File: config.mk
export PLATFORM = sky130hd
export DESIGN_NAME = ctsa_supervision
export DESIGN_NICKNAME = d
export VERILOG_FILES = /design/src/hdl/ctsa_pkg.sv /design/src/hdl/ctsa_rec_mem.sv /design/src/hdl/ctsa_dt_timer.sv /design/src/hdl/ctsa_supervision.sv
export SDC_FILE = /design/constraint.sdc
export NUM_CORES = 2
export LEC_CHECK = 0
export BUFFER_PORTS_ARGS = -buffer_cell sky130_fd_sc_hd__buf_2
export CAP_MARGIN = 0
export CORE_ASPECT_RATIO = 1.5
export CORE_MARGIN = 5
export CORE_UTILIZATION = 50
export CTS_CLUSTER_SIZE = 20
export DETAILED_ROUTE_END_ITERATION = 8
export GPL_ROUTABILITY_DRIVEN = 0
export PLACE_DENSITY_LB_ADDON = 0.2
export SYNTH_ARGS = -nofsm -noshare
export SYNTH_HDL_FRONTEND = slang
export SYNTH_SLANG_ARGS = --single-unit
File: constraint.sdc
create_clock -name hclk -period 49.6 [get_ports hclk]
set_input_delay 0 -clock hclk [delete_from_list [all_inputs] [get_ports hclk]]
set_output_delay 0 -clock hclk [all_outputs]
set_load 0.01 [all_outputs]
File: src/hdl/ctsa_pkg.sv
package ctsa_pkg;
	// timing
	localparam int          CLK_PERIOD_NS = 50;
	localparam int          STEP_TIME_NS  = 5000000;
	localparam int          STEP_CYCLES   = STEP_TIME_NS / CLK_PERIOD_NS;
	// register byte offsets
	localparam logic [7:0]  OFF_CTRL      = 8'h00;
	localparam logic [7:0]  OFF_LIMIT     = 8'h04;
	localparam logic [7:0]  OFF_RATIO     = 8'h08;
	localparam logic [7:0]  OFF_SUMD      = 8'h0C;
	localparam logic [7:0]  OFF_DELAY     = 8'h10;
	localparam logic [7:0]  OFF_STAT      = 8'h14;
	localparam logic [7:0]  OFF_DIFF      = 8'h18;
	localparam logic [7:0]  OFF_ANG       = 8'h1C;
	localparam logic [7:0]  OFF_LEFT      = 8'h20;
	localparam logic [7:0]  OFF_RSEL      = 8'h24;
	localparam logic [7:0]  OFF_REC0      = 8'h28;
	localparam logic [7:0]  OFF_REC_END   = 8'h40;
	// control fields
	localparam int          CTRL_RES_LSB  = 0;
	localparam int          CTRL_FORCE_EN = 2;
	localparam int          CTRL_FORCE_BK = 3;
	localparam int          CTRL_KEEP_ON  = 4;
	localparam int          CTRL_KEEP_OFF = 5;
	// reset values, currents in 0.01 xIn, ratios in 0.01 %, delay in 5 ms steps
	localparam logic [31:0] CTRL_RST      = 32'h0000_0030;
	localparam logic [31:0] LIMIT_RST     = 32'h000A_0078;
	localparam logic [31:0] RATIO_RST     = 32'h1324_03E8;
	localparam logic [15:0] SUMD_RST      = 16'h000A;
	localparam logic [18:0] DELAY_RST     = 19'h000C8;
	// hysteresis and ratio scale
	localparam logic [7:0]  HYST_LO       = 8'h61;
	localparam logic [7:0]  HYST_HI       = 8'h67;
	localparam logic [23:0] PCT           = 24'h000064;
	localparam logic [15:0] RATIO_FULL    = 16'h2710;
	// widths and record store
	localparam int          CUR_W         = 16;
	localparam int          DLY_W         = 19;
	localparam int          REC_DEPTH     = 12;
	localparam int          REC_WORDS     = 6;
	localparam int          REC_W         = 32 * REC_WORDS;
	localparam logic [3:0]  REC_LAST      = 4'hB;
	localparam logic [3:0]  REC_FULL      = 4'hC;

	typedef enum logic [1:0] {EV_ALARM_ON, EV_ALARM_OFF, EV_BLOCK_ON, EV_BLOCK_OFF} ctsa_event_t;
	typedef enum logic [1:0] {ST_NORMAL, ST_START, ST_TRIP, ST_BLOCKED} ctsa_status_t;
endpackage : ctsa_pkg

File: src/hdl/ctsa_rec_mem.sv
`timescale 1ns/100ps
module ctsa_rec_mem #(
	parameter int W  = 192,
	parameter int D  = 12,
	parameter int AW = 4
) (
	// clock
	input  wire logic          hclk,
	input  wire logic          hresetn,
	// write side
	input  wire logic          we,
	input  wire logic [AW-1:0] waddr,
	input  wire logic [W-1:0]  wdata,
	// read side
	input  wire logic [AW-1:0] raddr,
	output logic      [W-1:0]  rdata_q
);
	logic [W-1:0] mem [D];

	// array has no reset: unread slots are masked by the record count above
	always_ff @(posedge hclk) begin
		if (we) begin
			mem[waddr] <= wdata;
		end
	end

	always_ff @(posedge hclk or negedge hresetn) begin
		if (!hresetn) begin
			rdata_q <= '0;
		end else begin
			rdata_q <= mem[raddr];
		end
	end
endmodule : ctsa_rec_mem

File: src/hdl/ctsa_dt_timer.sv
`timescale 1ns/100ps
module ctsa_dt_timer #(
	parameter int STEP_CYCLES = ctsa_pkg::STEP_CYCLES
) (
	// clock
	input  wire logic                       hclk,
	input  wire logic                       hresetn,
	// control
	input  wire logic                       run,
	input  wire logic [ctsa_pkg::DLY_W-1:0] delay,
	// result
	output logic                            alarm,
	output logic      [ctsa_pkg::DLY_W-1:0] remain
);
	logic [31:0]                pre_q;
	logic [ctsa_pkg::DLY_W-1:0] cnt_q;

	// fixed delay only, release is immediate
	always_ff @(posedge hclk or negedge hresetn) begin
		if (!hresetn) begin
			pre_q <= '0;
			cnt_q <= '0;
		end else if (!run) begin
			pre_q <= '0;
			cnt_q <= '0;
		end else if (cnt_q < delay) begin
			if (pre_q == 32'(STEP_CYCLES - 1)) begin
				pre_q <= '0;
				cnt_q <= cnt_q + 1'b1;
			end else begin
				pre_q <= pre_q + 32'h0000_0001;
			end
		end
	end

	always_ff @(posedge hclk or negedge hresetn) begin
		if (!hresetn) begin
			alarm <= 1'b0;
		end else begin
			alarm <= run && (cnt_q >= delay);
		end
	end

	assign remain = (cnt_q < delay) ? delay - cnt_q : '0;
endmodule : ctsa_dt_timer

File: src/hdl/ctsa_supervision.sv
// Contract
// - blocking is sampled once at every program cycle start, before pick-up is used
// - pick-up with blocking inactive asserts start and begins delay timing
// - pick-up with blocking active asserts blocked and nothing more
// - blocking after start clears start and releases like a pick-up drop
// - blocking raises a notification and a stamped event with currents and fault
// - in forcing test mode a software switch drives the blocking input
// - timing is definite delay only, no inverse curves
// - alarm only when all conditions persist for the whole configured time
// - any phase above the upper limit keeps the function inactive
// - all phases below the lower limit keep the function inactive
// - with a residual input selected, summed phases are compared to residual
// - no activation while the residual difference stays below its threshold
// - alarm and blocked changes make events, rising, falling or both kept
// - four event kinds, each stored with time stamp and process data
// - the twelve newest operation records are kept, older ones dropped
// - record holds time, event, currents, time left, fault code, setting group
// - status reads 0 normal, 1 start, 2 trip, 3 blocked
// - magnitude and angle difference of summed phases and residual are published
// - natural unbalance angle after compensation is published
// - current thresholds release at 97 and 103 percent of the setting
// - start only while blocking is inactive; pick-up alone is not start
// - alarm delay counts in steps of 5 ms
`timescale 1ns/100ps
module ctsa_supervision #(
	parameter int STEP_CYCLES = ctsa_pkg::STEP_CYCLES
) (
	// ahb-lite
	input  wire logic                       hclk,
	input  wire logic                       hresetn,
	input  wire logic                       hsel,
	input  wire logic [31:0]                haddr,
	input  wire logic [1:0]                 htrans,
	input  wire logic                       hwrite,
	input  wire logic [2:0]                 hsize,
	input  wire logic [31:0]                hwdata,
	input  wire logic                       hready,
	output logic                            hreadyout,
	output logic                            hresp,
	output logic      [31:0]                hrdata,
	// measurement front end, same clock
	input  wire logic                       cycle_start,
	input  wire logic [ctsa_pkg::CUR_W-1:0] phase_l1,
	input  wire logic [ctsa_pkg::CUR_W-1:0] phase_l2,
	input  wire logic [ctsa_pkg::CUR_W-1:0] phase_l3,
	input  wire logic [ctsa_pkg::CUR_W-1:0] residual_input_one,
	input  wire logic [ctsa_pkg::CUR_W-1:0] residual_input_two,
	input  wire logic [ctsa_pkg::CUR_W-1:0] pos_seq_current,
	input  wire logic [ctsa_pkg::CUR_W-1:0] neg_seq_current,
	input  wire logic [ctsa_pkg::CUR_W-1:0] calc_residual,
	input  wire logic [15:0]                residual_angle_diff,
	input  wire logic [15:0]                natural_unbalance_ang,
	input  wire logic [31:0]                time_stamp,
	input  wire logic [2:0]                 setting_group,
	// blocking matrix pin
	input  wire logic                       block_in,
	// outputs
	output logic                            start_out,
	output logic                            blocked_out,
	output logic                            alarm_out,
	output logic                            block_note,
	output ctsa_pkg::ctsa_status_t          status_code
);
	logic [31:0]                ctrl_q, limit_q, ratio_q;
	logic [15:0]                sumd_q;
	logic [ctsa_pkg::DLY_W-1:0] delay_q;
	logic [3:0]                 rsel_q;
	logic                       wr_q, rd_q, aok_q, ready_q;
	logic [7:0]                 addr_q;
	logic [31:0]                rdata_q, rmux;
	logic                       blk_s1_q, blk_s2_q, blk_q, blk_src;
	logic                       over_q, low_q, dif_q, pick_q, start_q, blocked_q;
	logic                       over_d, low_d, dif_d, pick_d, ratio_ok, seq_ok, res_used;
	logic [15:0]                up_lim, lo_lim, mx, mn, res_meas, diff_mag;
	logic [15:0]                diff_q, ang_q, nat_q;
	logic [3:0]                 fault_d;
	logic                       alarm_t, alarm_q, note_q;
	logic [ctsa_pkg::DLY_W-1:0] remain;
	logic                       keep_on, keep_off, blk_ev, alm_ev, pend_q, pend_on_q, rec_we;
	ctsa_pkg::ctsa_event_t      rec_kind;
	logic [ctsa_pkg::REC_W-1:0] rec_wdata, rec_rdata;
	logic [3:0]                 wp_q, cnt_q, rec_raddr;
	logic [4:0]                 ra_t;
	logic                       ap;
	ctsa_pkg::ctsa_status_t     status_q;

	function automatic logic [15:0] pct(input logic [15:0] x, input logic [7:0] p);
		logic [23:0] t;
		t = x * p;
		return 16'(t / ctsa_pkg::PCT);
	endfunction : pct
	// bus slave: writes take no wait, reads one wait state so hrdata is a flop
	assign ap = hsel && hready && htrans[1];
	always_ff @(posedge hclk or negedge hresetn) begin
		if (!hresetn) begin
			wr_q   <= 1'b0;
			rd_q   <= 1'b0;
			aok_q  <= 1'b0;
			addr_q <= 8'h00;
		end else begin
			wr_q <= ap && hwrite && (hsize == 3'h2);
			rd_q <= ap && !hwrite;
			if (ap) begin
				addr_q <= haddr[7:0];
				aok_q  <= (haddr[31:8] == 24'h000000);
			end
		end
	end

	always_ff @(posedge hclk or negedge hresetn) begin
		if (!hresetn) begin
			ready_q <= 1'b1;
			rdata_q <= 32'h0000_0000;
			hresp   <= 1'b0;
		end else begin
			ready_q <= !(ap && !hwrite);
			hresp   <= 1'b0;
			if (rd_q) begin
				rdata_q <= rmux;
			end
		end
	end

	assign hreadyout = ready_q;
	assign hrdata    = rdata_q;
	always_ff @(posedge hclk or negedge hresetn) begin
		if (!hresetn) begin
			ctrl_q  <= ctsa_pkg::CTRL_RST;
			limit_q <= ctsa_pkg::LIMIT_RST;
			ratio_q <= ctsa_pkg::RATIO_RST;
			sumd_q  <= ctsa_pkg::SUMD_RST;
			delay_q <= ctsa_pkg::DELAY_RST;
			rsel_q  <= 4'h0;
		end else if (wr_q && aok_q) begin
			if (addr_q == ctsa_pkg::OFF_CTRL) begin
				ctrl_q <= {26'h0000000, hwdata[5:0]};
			end else if (addr_q == ctsa_pkg::OFF_LIMIT) begin
				limit_q <= hwdata;
			end else if (addr_q == ctsa_pkg::OFF_RATIO) begin
				ratio_q <= hwdata;
			end else if (addr_q == ctsa_pkg::OFF_SUMD) begin
				sumd_q <= hwdata[15:0];
			end else if (addr_q == ctsa_pkg::OFF_DELAY) begin
				delay_q <= hwdata[ctsa_pkg::DLY_W-1:0];
			end else if (addr_q == ctsa_pkg::OFF_RSEL && hwdata[3:0] <= ctsa_pkg::REC_LAST) begin
				rsel_q <= hwdata[3:0];
			end
		end
	end

	always_comb begin
		rmux = 32'h0000_0000;
		if (!aok_q) begin
			rmux = 32'h0000_0000;
		end else if (addr_q == ctsa_pkg::OFF_CTRL) begin
			rmux = ctrl_q;
		end else if (addr_q == ctsa_pkg::OFF_LIMIT) begin
			rmux = limit_q;
		end else if (addr_q == ctsa_pkg::OFF_RATIO) begin
			rmux = ratio_q;
		end else if (addr_q == ctsa_pkg::OFF_SUMD) begin
			rmux = {16'h0000, sumd_q};
		end else if (addr_q == ctsa_pkg::OFF_DELAY) begin
			rmux = {13'h0000, delay_q};
		end else if (addr_q == ctsa_pkg::OFF_STAT) begin
			rmux = {19'h00000, cnt_q, 3'h0, pick_q, blocked_q, alarm_q, start_q, status_q};
		end else if (addr_q == ctsa_pkg::OFF_DIFF) begin
			rmux = {ang_q, diff_q};
		end else if (addr_q == ctsa_pkg::OFF_ANG) begin
			rmux = {16'h0000, nat_q};
		end else if (addr_q == ctsa_pkg::OFF_LEFT) begin
			rmux = {13'h0000, remain};
		end else if (addr_q == ctsa_pkg::OFF_RSEL) begin
			rmux = {28'h0000000, rsel_q};
		end else if (addr_q >= ctsa_pkg::OFF_REC0 && addr_q < ctsa_pkg::OFF_REC_END) begin
			if (rsel_q < cnt_q) begin
				rmux = rec_rdata[32 * 32'((addr_q - ctsa_pkg::OFF_REC0) >> 2) +: 32];
			end
		end
	end
	// blocking pin crosses into hclk through two flops
	always_ff @(posedge hclk or negedge hresetn) begin
		if (!hresetn) begin
			blk_s1_q <= 1'b0;
			blk_s2_q <= 1'b0;
		end else begin
			blk_s1_q <= block_in;
			blk_s2_q <= blk_s1_q;
		end
	end

	assign blk_src = ctrl_q[ctsa_pkg::CTRL_FORCE_EN] ? ctrl_q[ctsa_pkg::CTRL_FORCE_BK]
	                                                 : blk_s2_q;
	// pick-up evaluation
	assign up_lim   = limit_q[15:0];
	assign lo_lim   = limit_q[31:16];
	assign mx       = (phase_l1 > phase_l2) ? ((phase_l1 > phase_l3) ? phase_l1 : phase_l3)
	                                        : ((phase_l2 > phase_l3) ? phase_l2 : phase_l3);
	assign mn       = (phase_l1 < phase_l2) ? ((phase_l1 < phase_l3) ? phase_l1 : phase_l3)
	                                        : ((phase_l2 < phase_l3) ? phase_l2 : phase_l3);
	assign res_used = (ctrl_q[1:0] != 2'h0);
	assign res_meas = (ctrl_q[1:0] == 2'h1) ? residual_input_one : residual_input_two;
	assign diff_mag = (calc_residual >= res_meas) ? calc_residual - res_meas
	                                              : res_meas - calc_residual;
	assign over_d   = over_q ? (mx >= pct(up_lim, ctsa_pkg::HYST_LO)) : (mx > up_lim);
	assign low_d    = low_q ? (mx <= pct(lo_lim, ctsa_pkg::HYST_HI)) : (mx < lo_lim);
	assign dif_d    = dif_q ? (diff_mag >= pct(sumd_q, ctsa_pkg::HYST_LO)) : (diff_mag > sumd_q);
	assign ratio_ok = (32'(mn) * ctsa_pkg::RATIO_FULL) <= (32'(ratio_q[15:0]) * 32'(mx));
	assign seq_ok   = (32'(neg_seq_current) * ctsa_pkg::RATIO_FULL)
	                  >= (32'(ratio_q[31:16]) * 32'(pos_seq_current));
	assign pick_d   = !over_d && !low_d && ratio_ok && seq_ok && (!res_used || dif_d);
	assign fault_d  = {!seq_ok, !ratio_ok, over_d, low_d};

	always_ff @(posedge hclk or negedge hresetn) begin
		if (!hresetn) begin
			over_q <= 1'b0;
			low_q  <= 1'b0;
			dif_q  <= 1'b0;
			pick_q <= 1'b0;
			diff_q <= 16'h0000;
			ang_q  <= 16'h0000;
			nat_q  <= 16'h0000;
		end else if (cycle_start) begin
			over_q <= over_d;
			low_q  <= low_d;
			dif_q  <= dif_d;
			pick_q <= pick_d;
			diff_q <= diff_mag;
			ang_q  <= residual_angle_diff;
			nat_q  <= natural_unbalance_ang;
		end
	end

	// blocking is latched first; start and blocked follow from it in the same cycle
	always_ff @(posedge hclk or negedge hresetn) begin
		if (!hresetn) begin
			blk_q     <= 1'b0;
			start_q   <= 1'b0;
			blocked_q <= 1'b0;
		end else if (cycle_start) begin
			blk_q     <= blk_src;
			start_q   <= pick_d && !blk_src;
			blocked_q <= pick_d && blk_src;
		end
	end
	ctsa_dt_timer #(.STEP_CYCLES(STEP_CYCLES)) u_timer (
		.hclk    (hclk),
		.hresetn (hresetn),
		.run     (start_q),
		.delay   (delay_q),
		.alarm   (alarm_t),
		.remain  (remain)
	);

	always_ff @(posedge hclk or negedge hresetn) begin
		if (!hresetn) begin
			alarm_q  <= 1'b0;
			note_q   <= 1'b0;
			status_q <= ctsa_pkg::ST_NORMAL;
		end else begin
			alarm_q <= alarm_t;
			note_q  <= cycle_start && pick_d && blk_src && !blocked_q;
			if (blocked_q) begin
				status_q <= ctsa_pkg::ST_BLOCKED;
			end else if (alarm_q) begin
				status_q <= ctsa_pkg::ST_TRIP;
			end else if (start_q) begin
				status_q <= ctsa_pkg::ST_START;
			end else begin
				status_q <= ctsa_pkg::ST_NORMAL;
			end
		end
	end

	assign start_out   = start_q;
	assign blocked_out = blocked_q;
	assign alarm_out   = alarm_q;
	assign block_note  = note_q;
	assign status_code = status_q;
	// events: block edges write at once, an alarm edge a cycle later, one more if they meet
	assign keep_on  = ctrl_q[ctsa_pkg::CTRL_KEEP_ON];
	assign keep_off = ctrl_q[ctsa_pkg::CTRL_KEEP_OFF];
	assign blk_ev   = cycle_start && ((pick_d && blk_src) != blocked_q)
	                  && ((pick_d && blk_src) ? keep_on : keep_off);
	assign alm_ev   = (alarm_t != alarm_q) && (alarm_t ? keep_on : keep_off);

	always_ff @(posedge hclk or negedge hresetn) begin
		if (!hresetn) begin
			pend_q    <= 1'b0;
			pend_on_q <= 1'b0;
		end else if (alm_ev) begin
			pend_q    <= 1'b1;
			pend_on_q <= alarm_t;
		end else if (pend_q && !blk_ev) begin
			pend_q <= 1'b0;
		end
	end

	assign rec_we   = blk_ev || pend_q;
	assign rec_kind = blk_ev ? ((pick_d && blk_src) ? ctsa_pkg::EV_BLOCK_ON
	                                                : ctsa_pkg::EV_BLOCK_OFF)
	                         : (pend_on_q ? ctsa_pkg::EV_ALARM_ON : ctsa_pkg::EV_ALARM_OFF);
	assign rec_wdata = {16'h0000, neg_seq_current, pos_seq_current, residual_input_two,
	                    residual_input_one, phase_l3, phase_l2, phase_l1,
	                    rec_kind, setting_group, fault_d, 4'h0, remain, time_stamp};

	// ring of twelve, index 0 reads the newest
	always_ff @(posedge hclk or negedge hresetn) begin
		if (!hresetn) begin
			wp_q  <= 4'h0;
			cnt_q <= 4'h0;
		end else if (rec_we) begin
			wp_q <= (wp_q == ctsa_pkg::REC_LAST) ? 4'h0 : wp_q + 4'h1;
			if (cnt_q != ctsa_pkg::REC_FULL) begin
				cnt_q <= cnt_q + 4'h1;
			end
		end
	end

	assign ra_t      = {1'b0, wp_q} + {1'b0, ctsa_pkg::REC_LAST} - {1'b0, rsel_q};
	assign rec_raddr = (ra_t >= {1'b0, ctsa_pkg::REC_FULL}) ? 4'(ra_t - {1'b0, ctsa_pkg::REC_FULL})
	                                                       : ra_t[3:0];

	ctsa_rec_mem #(.W(ctsa_pkg::REC_W), .D(ctsa_pkg::REC_DEPTH), .AW(4)) u_mem (
		.hclk    (hclk),
		.hresetn (hresetn),
		.we      (rec_we),
		.waddr   (wp_q),
		.wdata   (rec_wdata),
		.raddr   (rec_raddr),
		.rdata_q (rec_rdata)
	);
endmodule : ctsa_supervision

After elaboration in Yosys (flattened, before gate mapping)
Memories as Yosys holds them, arrays and structs flattened. A register that Yosys moved wholly into a read port is not among the register bits.
Cells that the tools add are included.
{"block": "totals", "reg_bits": 467, "latch_bits": 0, "ramBits": 2064, "mem_bits_ro": 0, "input_bits": 271, "output_inout_bits": 40, "elab_cells": 195, "n_memories": 1}
{"name": "u_mem.mem", "words": 12, "width": 172, "rd": 1, "rd_clocked_by_memory_dff": 1, "write_ports": 1, "line_no": "ctsa_rec_mem.sv:18", "rtl": "logic [W-1:0] mem [D];"}
{"block": "op_classes", "n_addsub": 11, "n_mul": 7, "n_div": 3, "n_lt_le_gt_ge": 22, "n_eq_ne": 18, "n_shift": 1, "muxes": 46, "n_bitwise": 5, "reduce_logical": 47}
{"cell": "2-to-1 mux 32 bit", "count": 16}
{"cell": "indexed part select 192 x 33 -> 32 bit", "count": 1}
{"cell": "2-to-1 mux 16 bit", "count": 8}
{"cell": "greater-than comparator 16 bit", "count": 5}
{"cell": "2-to-1 mux 19 bit", "count": 4}
{"cell": "divider 23 x 7 -> 24 bit, second input constant", "count": 3}
{"cell": "multiplier 16 x 7 -> 23 bit, second input constant", "count": 3}
{"cell": "less-than comparator 16 bit", "count": 4}
{"cell": "multiplier 16 x 16 -> 32 bit", "count": 2}
{"cell": "multiplier 16 x 10 -> 26 bit, second input constant", "count": 2}
{"cell": ">= comparator 16 bit", "count": 3}
{"cell": "adder 32 x 1 -> 32 bit, second input constant", "count": 1}
{"cell": "== test 32 x 17 -> 1 bit, second input constant", "count": 1}
{"cell": "== test 8 x 5 -> 1 bit, second input constant", "count": 4}
{"cell": ">= comparator 30 x 32 -> 1 bit", "count": 1}
{"cell": "less-or-equal comparator 30 x 32 -> 1 bit", "count": 1}
{"cell": "subtractor 16 bit", "count": 2}
{"cell": "logical NOT 24 bit", "count": 1}
{"cell": "logical AND 1 bit", "count": 22}
{"cell": "adder 19 x 1 -> 19 bit, second input constant", "count": 1}
{"cell": ">= comparator 19 bit", "count": 1}
{"cell": "less-than comparator 19 bit", "count": 1}
{"cell": "subtractor 19 bit", "count": 1}
{"cell": "== test 8 x 4 -> 1 bit, second input constant", "count": 2}
{"cell": "33 further kinds", "count": 70}

Longest topological paths before layout
{"block": "logic_depth", "depth_word": 18, "ltp_mapped": 118, "mapped_depth_nobuf": 107}

By module
Synthesis repeated with hierarchy kept, for this count alone.
{"block": "hier_totals", "cells_unflattened": 13207, "hier_area_um2": 163013.8}
{"module": "ctsa_rec_mem", "n_inst": 1, "cells_each": 4400, "area_each_um2": 92512.5, "seq_area_each_um2": 73991.0}
{"module": "ctsa_supervision", "n_inst": 1, "cells_each": 8313, "area_each_um2": 66468.7, "seq_area_each_um2": 5611.6}
{"module": "ctsa_dt_timer", "n_inst": 1, "cells_each": 494, "area_each_um2": 4032.6, "seq_area_each_um2": 1301.2}

Least setup slack after synthesis
Ideal clock, no wire load.
{"block": "synth_path", "kind": "register to register", "from": "reg limit_q[4]", "to": "mem u_mem.mem[3][0] in the netlist's numbering, enable pin", "setup_time_ns": 0.916, "arrival_ns": 33.827, "required_time_ns": 48.684, "setup_slack_ns": 14.857, "stages_incl_launch_ff": 104, "n_path_buf": 5, "period_less_slack_ns": 34.743, "path_cell_list": "dfstp_2 > clkbuf_1 > inv_1 > clkbuf_1 > ha_1 > ha_1 > ha_1 > inv_1 > fa_1 > inv_1 > ha_1 > o21a_1 > o21ai_1 > a21o_2 > xnor2_2 > or4_1 > buf_2 > o311a_1 > [68 not listed] > nand2b_1 > a21oi_1 > nor2b_1 > o21ai_0 > nand2b_1 > a21oi_1 > nor2b_1 > o21ai_0 > nand2b_1 > a21oi_1 > a21oi_1 > or3_1 > nor4_1 > mux2i_1 > nand2_1 > inv_1 > o21ai_0 > nor3_1"}
{"block": "synth_via", "elab_chain_len": 16, "elab_cells_between_ends": 18, "cone_classes": "1 x mul; 1 x div; 2 x order compare; 1 x eq/ne; 4 x mux; 9 x reduce/logical"}
{"item": "start, declared", "line_no": "ctsa_supervision.sv:64", "rtl": "logic [31:0] ctrl_q, limit_q, ratio_q;"}
{"item": "start signal, assigned", "line_no": "ctsa_supervision.sv:129", "rtl": "limit_q <= ctsa_pkg::LIMIT_RST;"}
{"item": "start signal, assigned", "line_no": "ctsa_supervision.sv:138", "rtl": "limit_q <= hwdata;"}
{"item": "multiplier 16 x 7 -> 23 bit", "line_no": "ctsa_supervision.sv:89", "rtl": "t = x * p;"}
{"item": "divider 23 x 7 -> 24 bit", "line_no": "ctsa_supervision.sv:90", "rtl": "return 16'(t / ctsa_pkg::PCT);"}
{"item": ">= comparator 16 bit", "line_no": "ctsa_supervision.sv:205", "rtl": "assign over_d = over_q ? (mx >= pct(up_lim, ctsa_pkg::HYST_LO)) : (mx > up_lim);"}
{"item": "2-to-1 mux 1 bit *", "line_no": "ctsa_supervision.sv:205"}
{"item": "named net fault_d[1]", "line_no": "ctsa_supervision.sv:76", "rtl": "logic [3:0] fault_d;"}
{"item": "logical NOT 1 bit *", "line_no": "ctsa_supervision.sv:211", "rtl": "assign pick_d = !over_d && !low_d && ratio_ok && seq_ok && (!res_used || dif_d);"}
{"item": "logical AND 1 bit * (4 in series)", "line_no": "ctsa_supervision.sv:211"}
{"item": "logical AND 1 bit *", "line_no": "ctsa_supervision.sv:283, ctsa_supervision.sv:284"}
{"item": "!= test 1 bit", "line_no": "ctsa_supervision.sv:283", "rtl": "assign blk_ev = cycle_start && ((pick_d && blk_src) != blocked_q)"}
{"item": "logical AND 1 bit", "line_no": "ctsa_supervision.sv:283"}
{"item": "logical AND 1 bit *", "line_no": "ctsa_supervision.sv:284", "rtl": "&& ((pick_d && blk_src) ? keep_on : keep_off);"}
{"item": "named net blk_ev", "line_no": "ctsa_supervision.sv:79", "rtl": "logic keep_on, keep_off, blk_ev, alm_ev, pend_q, pend_on_q, rec_we;"}
{"item": "logical OR 1 bit *", "line_no": "ctsa_supervision.sv:299", "rtl": "assign rec_we = blk_ev || pend_q;"}
{"item": "2-to-1 mux 1 bit *", "line_no": "ctsa_rec_mem.sv:22", "rtl": "if (we) begin"}
{"item": "2-to-1 mux 1 bit (not written as such) *", "line_no": "ctsa_rec_mem.sv:23", "rtl": "mem[waddr] <= wdata;"}
{"item": "end, declared", "line_no": "ctsa_rec_mem.sv:18"}
The timed path passes the listed nets; every way through them passes the cells marked *.

Worst setup path after layout
{"block": "layout_path", "from": "reg limit_q[3]", "to": "mem u_mem.mem[10][69] in the netlist's numbering, enable pin"}
Same word-level chain as after synthesis.

==> impl_metrics.yaml <==
cts:
  clk_pin_slew_ps: 60
  cts_buffers: 218
  clockBufferDepth: 4
  post_cts_buffers: 0
  clockRootBuffer: "clkbuf_16"
  ctsHtreeMaxLevel: 4
  cts_hold_buffers: 384
  clk_latency_ps: 910
  tritoncts: "done"
  cts_resized: 0
  cts.sinks: 2511
critical_path:
  worstPathBufferInverterCount: 17
  slowest_delay_ps: 1210
  start_kind: "register"
  path_delay_family: "compound AO/OA/AOI/OAI gates"
  crit_fanout: 50
  worstPathRequired_ps: 50000
  crit_arrival_ps: 35890
  slowest_stage: "o31ai_1"
  end_kind: "register"
  crit_type: "reg2reg"
routing:
  drc: 0
  drt_iter0_markers: 10010
  drt-vias-per-instance: 6.266
  wirelength_um: 459900
  vias: 107600
  dr.pass1.iters: 9
  route.antenna.remaining_nets: 0
  wl_per_cell_um: 26.77
global_route:
  antenna_found_initial: 66
  grt_max_degree: 163
  grt_pass1_vias: 109300
  grt_pass1_wl_um: 685900
  grt_overflow: 0
  globalRouteTotalUtil: 0.2875
pwr:
  ir_drop_mv: 0.2309
  leakagePower_nw: 65.56
  p_per_area_mw_per_mm2: 61.25
  total_power_mw: 10.39
worst_hold_path:
  hp-class: "in2reg"
synth:
  synth.area.top_cells: "edfxtp_1 (41%), mux4_2 (7.9%), dfrtp_1 (6.9%)"
  synth_seq_cells: 2511
  synth_nets: 13930
  synth_top_family_by_area: "adder cells"
  ys_warn_count: 0
  synthArstFlopShare: 0.1780
  synth_compound_area_frac: 0.1091
  synth_mux_area_frac: 0.1124
  synth_top_area_share: 0.4077
  synthXorXnorAreaFrac: 0.02723
  ys_seq_area_frac: 0.4815
  synthCells: 12320
  yosys.area_share.adder: 0.1357
  synth_ff_type: "edfxtp_1"
  yosys.area_share.simple: 0.09334
  netlist_area_mm2: 0.1520
  synth_edf_count: 2064
  synthDistinctLibCells: 152
  avgSynthCellArea_um2: 12.34
  synth_area_leader_cell: "edfxtp_1"
timing:
  finalHoldViolCount: 0
  clock_skew_ps: 136.6
  finalMaxSlewViolations: 0
  fmax_mhz: 28.18
  setup-violations-final: 0
  min_period_ps: 35490
  rsz0062_at_grt: "false"
  fin_setup_tns_ps: 0
  period_share: 0.7156
  tightestPinTransition_ps: 1450
  slew_headroom: 0.02512
  hold_ws_ps: 29.23
cells_and_area:
  syn_to_final_growth_pct: 11.57
  n_fill_cell: 24690
  nNetsFinal: 14540
  final_cells: 17180
  final_common_cell: "edfxtp_1"
  most-common-layout-cells: "edfxtp_1 (2064), inv_1 (1116), nand2_1 (844)"
  drive_gt1_frac: 0.1380
floorplan:
  die_h_um: 685.3
  row_count: 248
  ios: 311
  dieArea_mm2: 0.3154
  core_area_mm2: 0.3035
  die_w_um: 460.2
  initial_core_util: 0.5009
placed_design:
  io_buffers: 308
  dp_hpwl_um: 318300
  dp.cells: 16330
job:
  maxCapViolations: 0
outcome:
  status: "completed"
kinds of logic (layout without fill, tap and decap cells):
logic type                 count (synthesis)  count (layout)
other                                      1              65
DFF                                     2511            2511
AOI/OAI and AO/OA                       2457            2457
buffers and inverters                   1622            2410
adders and majority gates               1345            1345
and+or+nand+nor                         2913            2913
xor gates and xnor gates                 460             460
muxes                                   1015            1015
cells in the mapped netlist, types with 95 or more instances:
master	count
a211oi_1	95
a21o_1	150
a21oi_1	682
and2_1	274
clkbuf_1	376
dfrtp_1	422
edfxtp_1	2064
fa_1	510
ha_1	823
inv_1	1116
mux2_2	162
mux2i_1	314
mux4_2	536
nand2_1	844
nand2b_1	106
nand3_1	228
nand4_1	108
nor2_1	686
nor3_1	199
o21ai_0	498
xnor2_1	309
xor2_1	138
worst paths after layout:
kind                               start           endpoint  slack (ps)  cells after the start
setup / recovery              limit_q[3]  u_mem.mem[10][69]       14110                    105
hold / removal             time_stamp[0]    u_mem.mem[7][0]          30                      2
setup reg to reg              limit_q[3]  u_mem.mem[10][69]       14110                    105
hold reg to reg                 blk_s1_q           blk_s2_q         360                      0
max in group asynchronous        hresetn  u_mem.rdata_q[77]       47340                      5
min in group asynchronous        hresetn          ctrl_q[4]         300                      3
sequential cells by signal, indices dropped and copies added (netlist names), 6 cells and up:
register and count:
u_mem.rdata_q 172, ctrl_q 6, u_timer.cnt_q 19, limit_q 32, sumd_q 16, ratio_q 32, delay_q 19, u_mem.mem 2064
diff_q 16, nat_q 16, addr_q 8, u_timer.pre_q 32, ang_q 16, hrdata 32
stage by stage:
step	setup slack, ps	util	instance area (um^2)
5_1_grt	12680	0.5587	169500
6_report	14110	0.5589	169600
3_5_place_dp	15900	0.5219	158400
4_1_cts	15620	0.5584	169400
2_1_floorplan	14860	-	152000
3_3_place_gp	16380	0.5219	158400
metal layers:
| layer | GRT usage | routed length [um] | vias up |
|---|---|---|---|
| li1 | - | - | 46990 |
| met1 | 0.3497 | 169200 | 54440 |
| met2 | 0.4845 | 223200 | 4868 |
| met3 | 0.04403 | 33610 | 1276 |
| met4 | 0.1741 | 33620 | 40 |
| met5 | 0 | 240 | - |
power breakdown:
part / internal (mW) / leakage, nW / switching, mW
combinational: 2.57 / 38.2 / 3.49
sequential: 2.48 / 23.9 / 0.105
clock: 0.975 / 3.51 / 0.762
total: 6.03 / 65.6 / 4.36
final cells by class:
type	count	area (um^2)	share of cell area
Tap cell	4000	5005	0.02951
Clock inverter	101	1180	0.006956
Antenna cell	64	160.2	0.0009442
Timing Repair Buffer	875	6877	0.04054
Clock buffer	295	6011	0.03544
Sequential cell	2511	73200	0.4316
Inverter	1139	4280	0.02524
Multi-Input combinational cell	8191	72900	0.4298
Power figures use the tool's default switching activity.
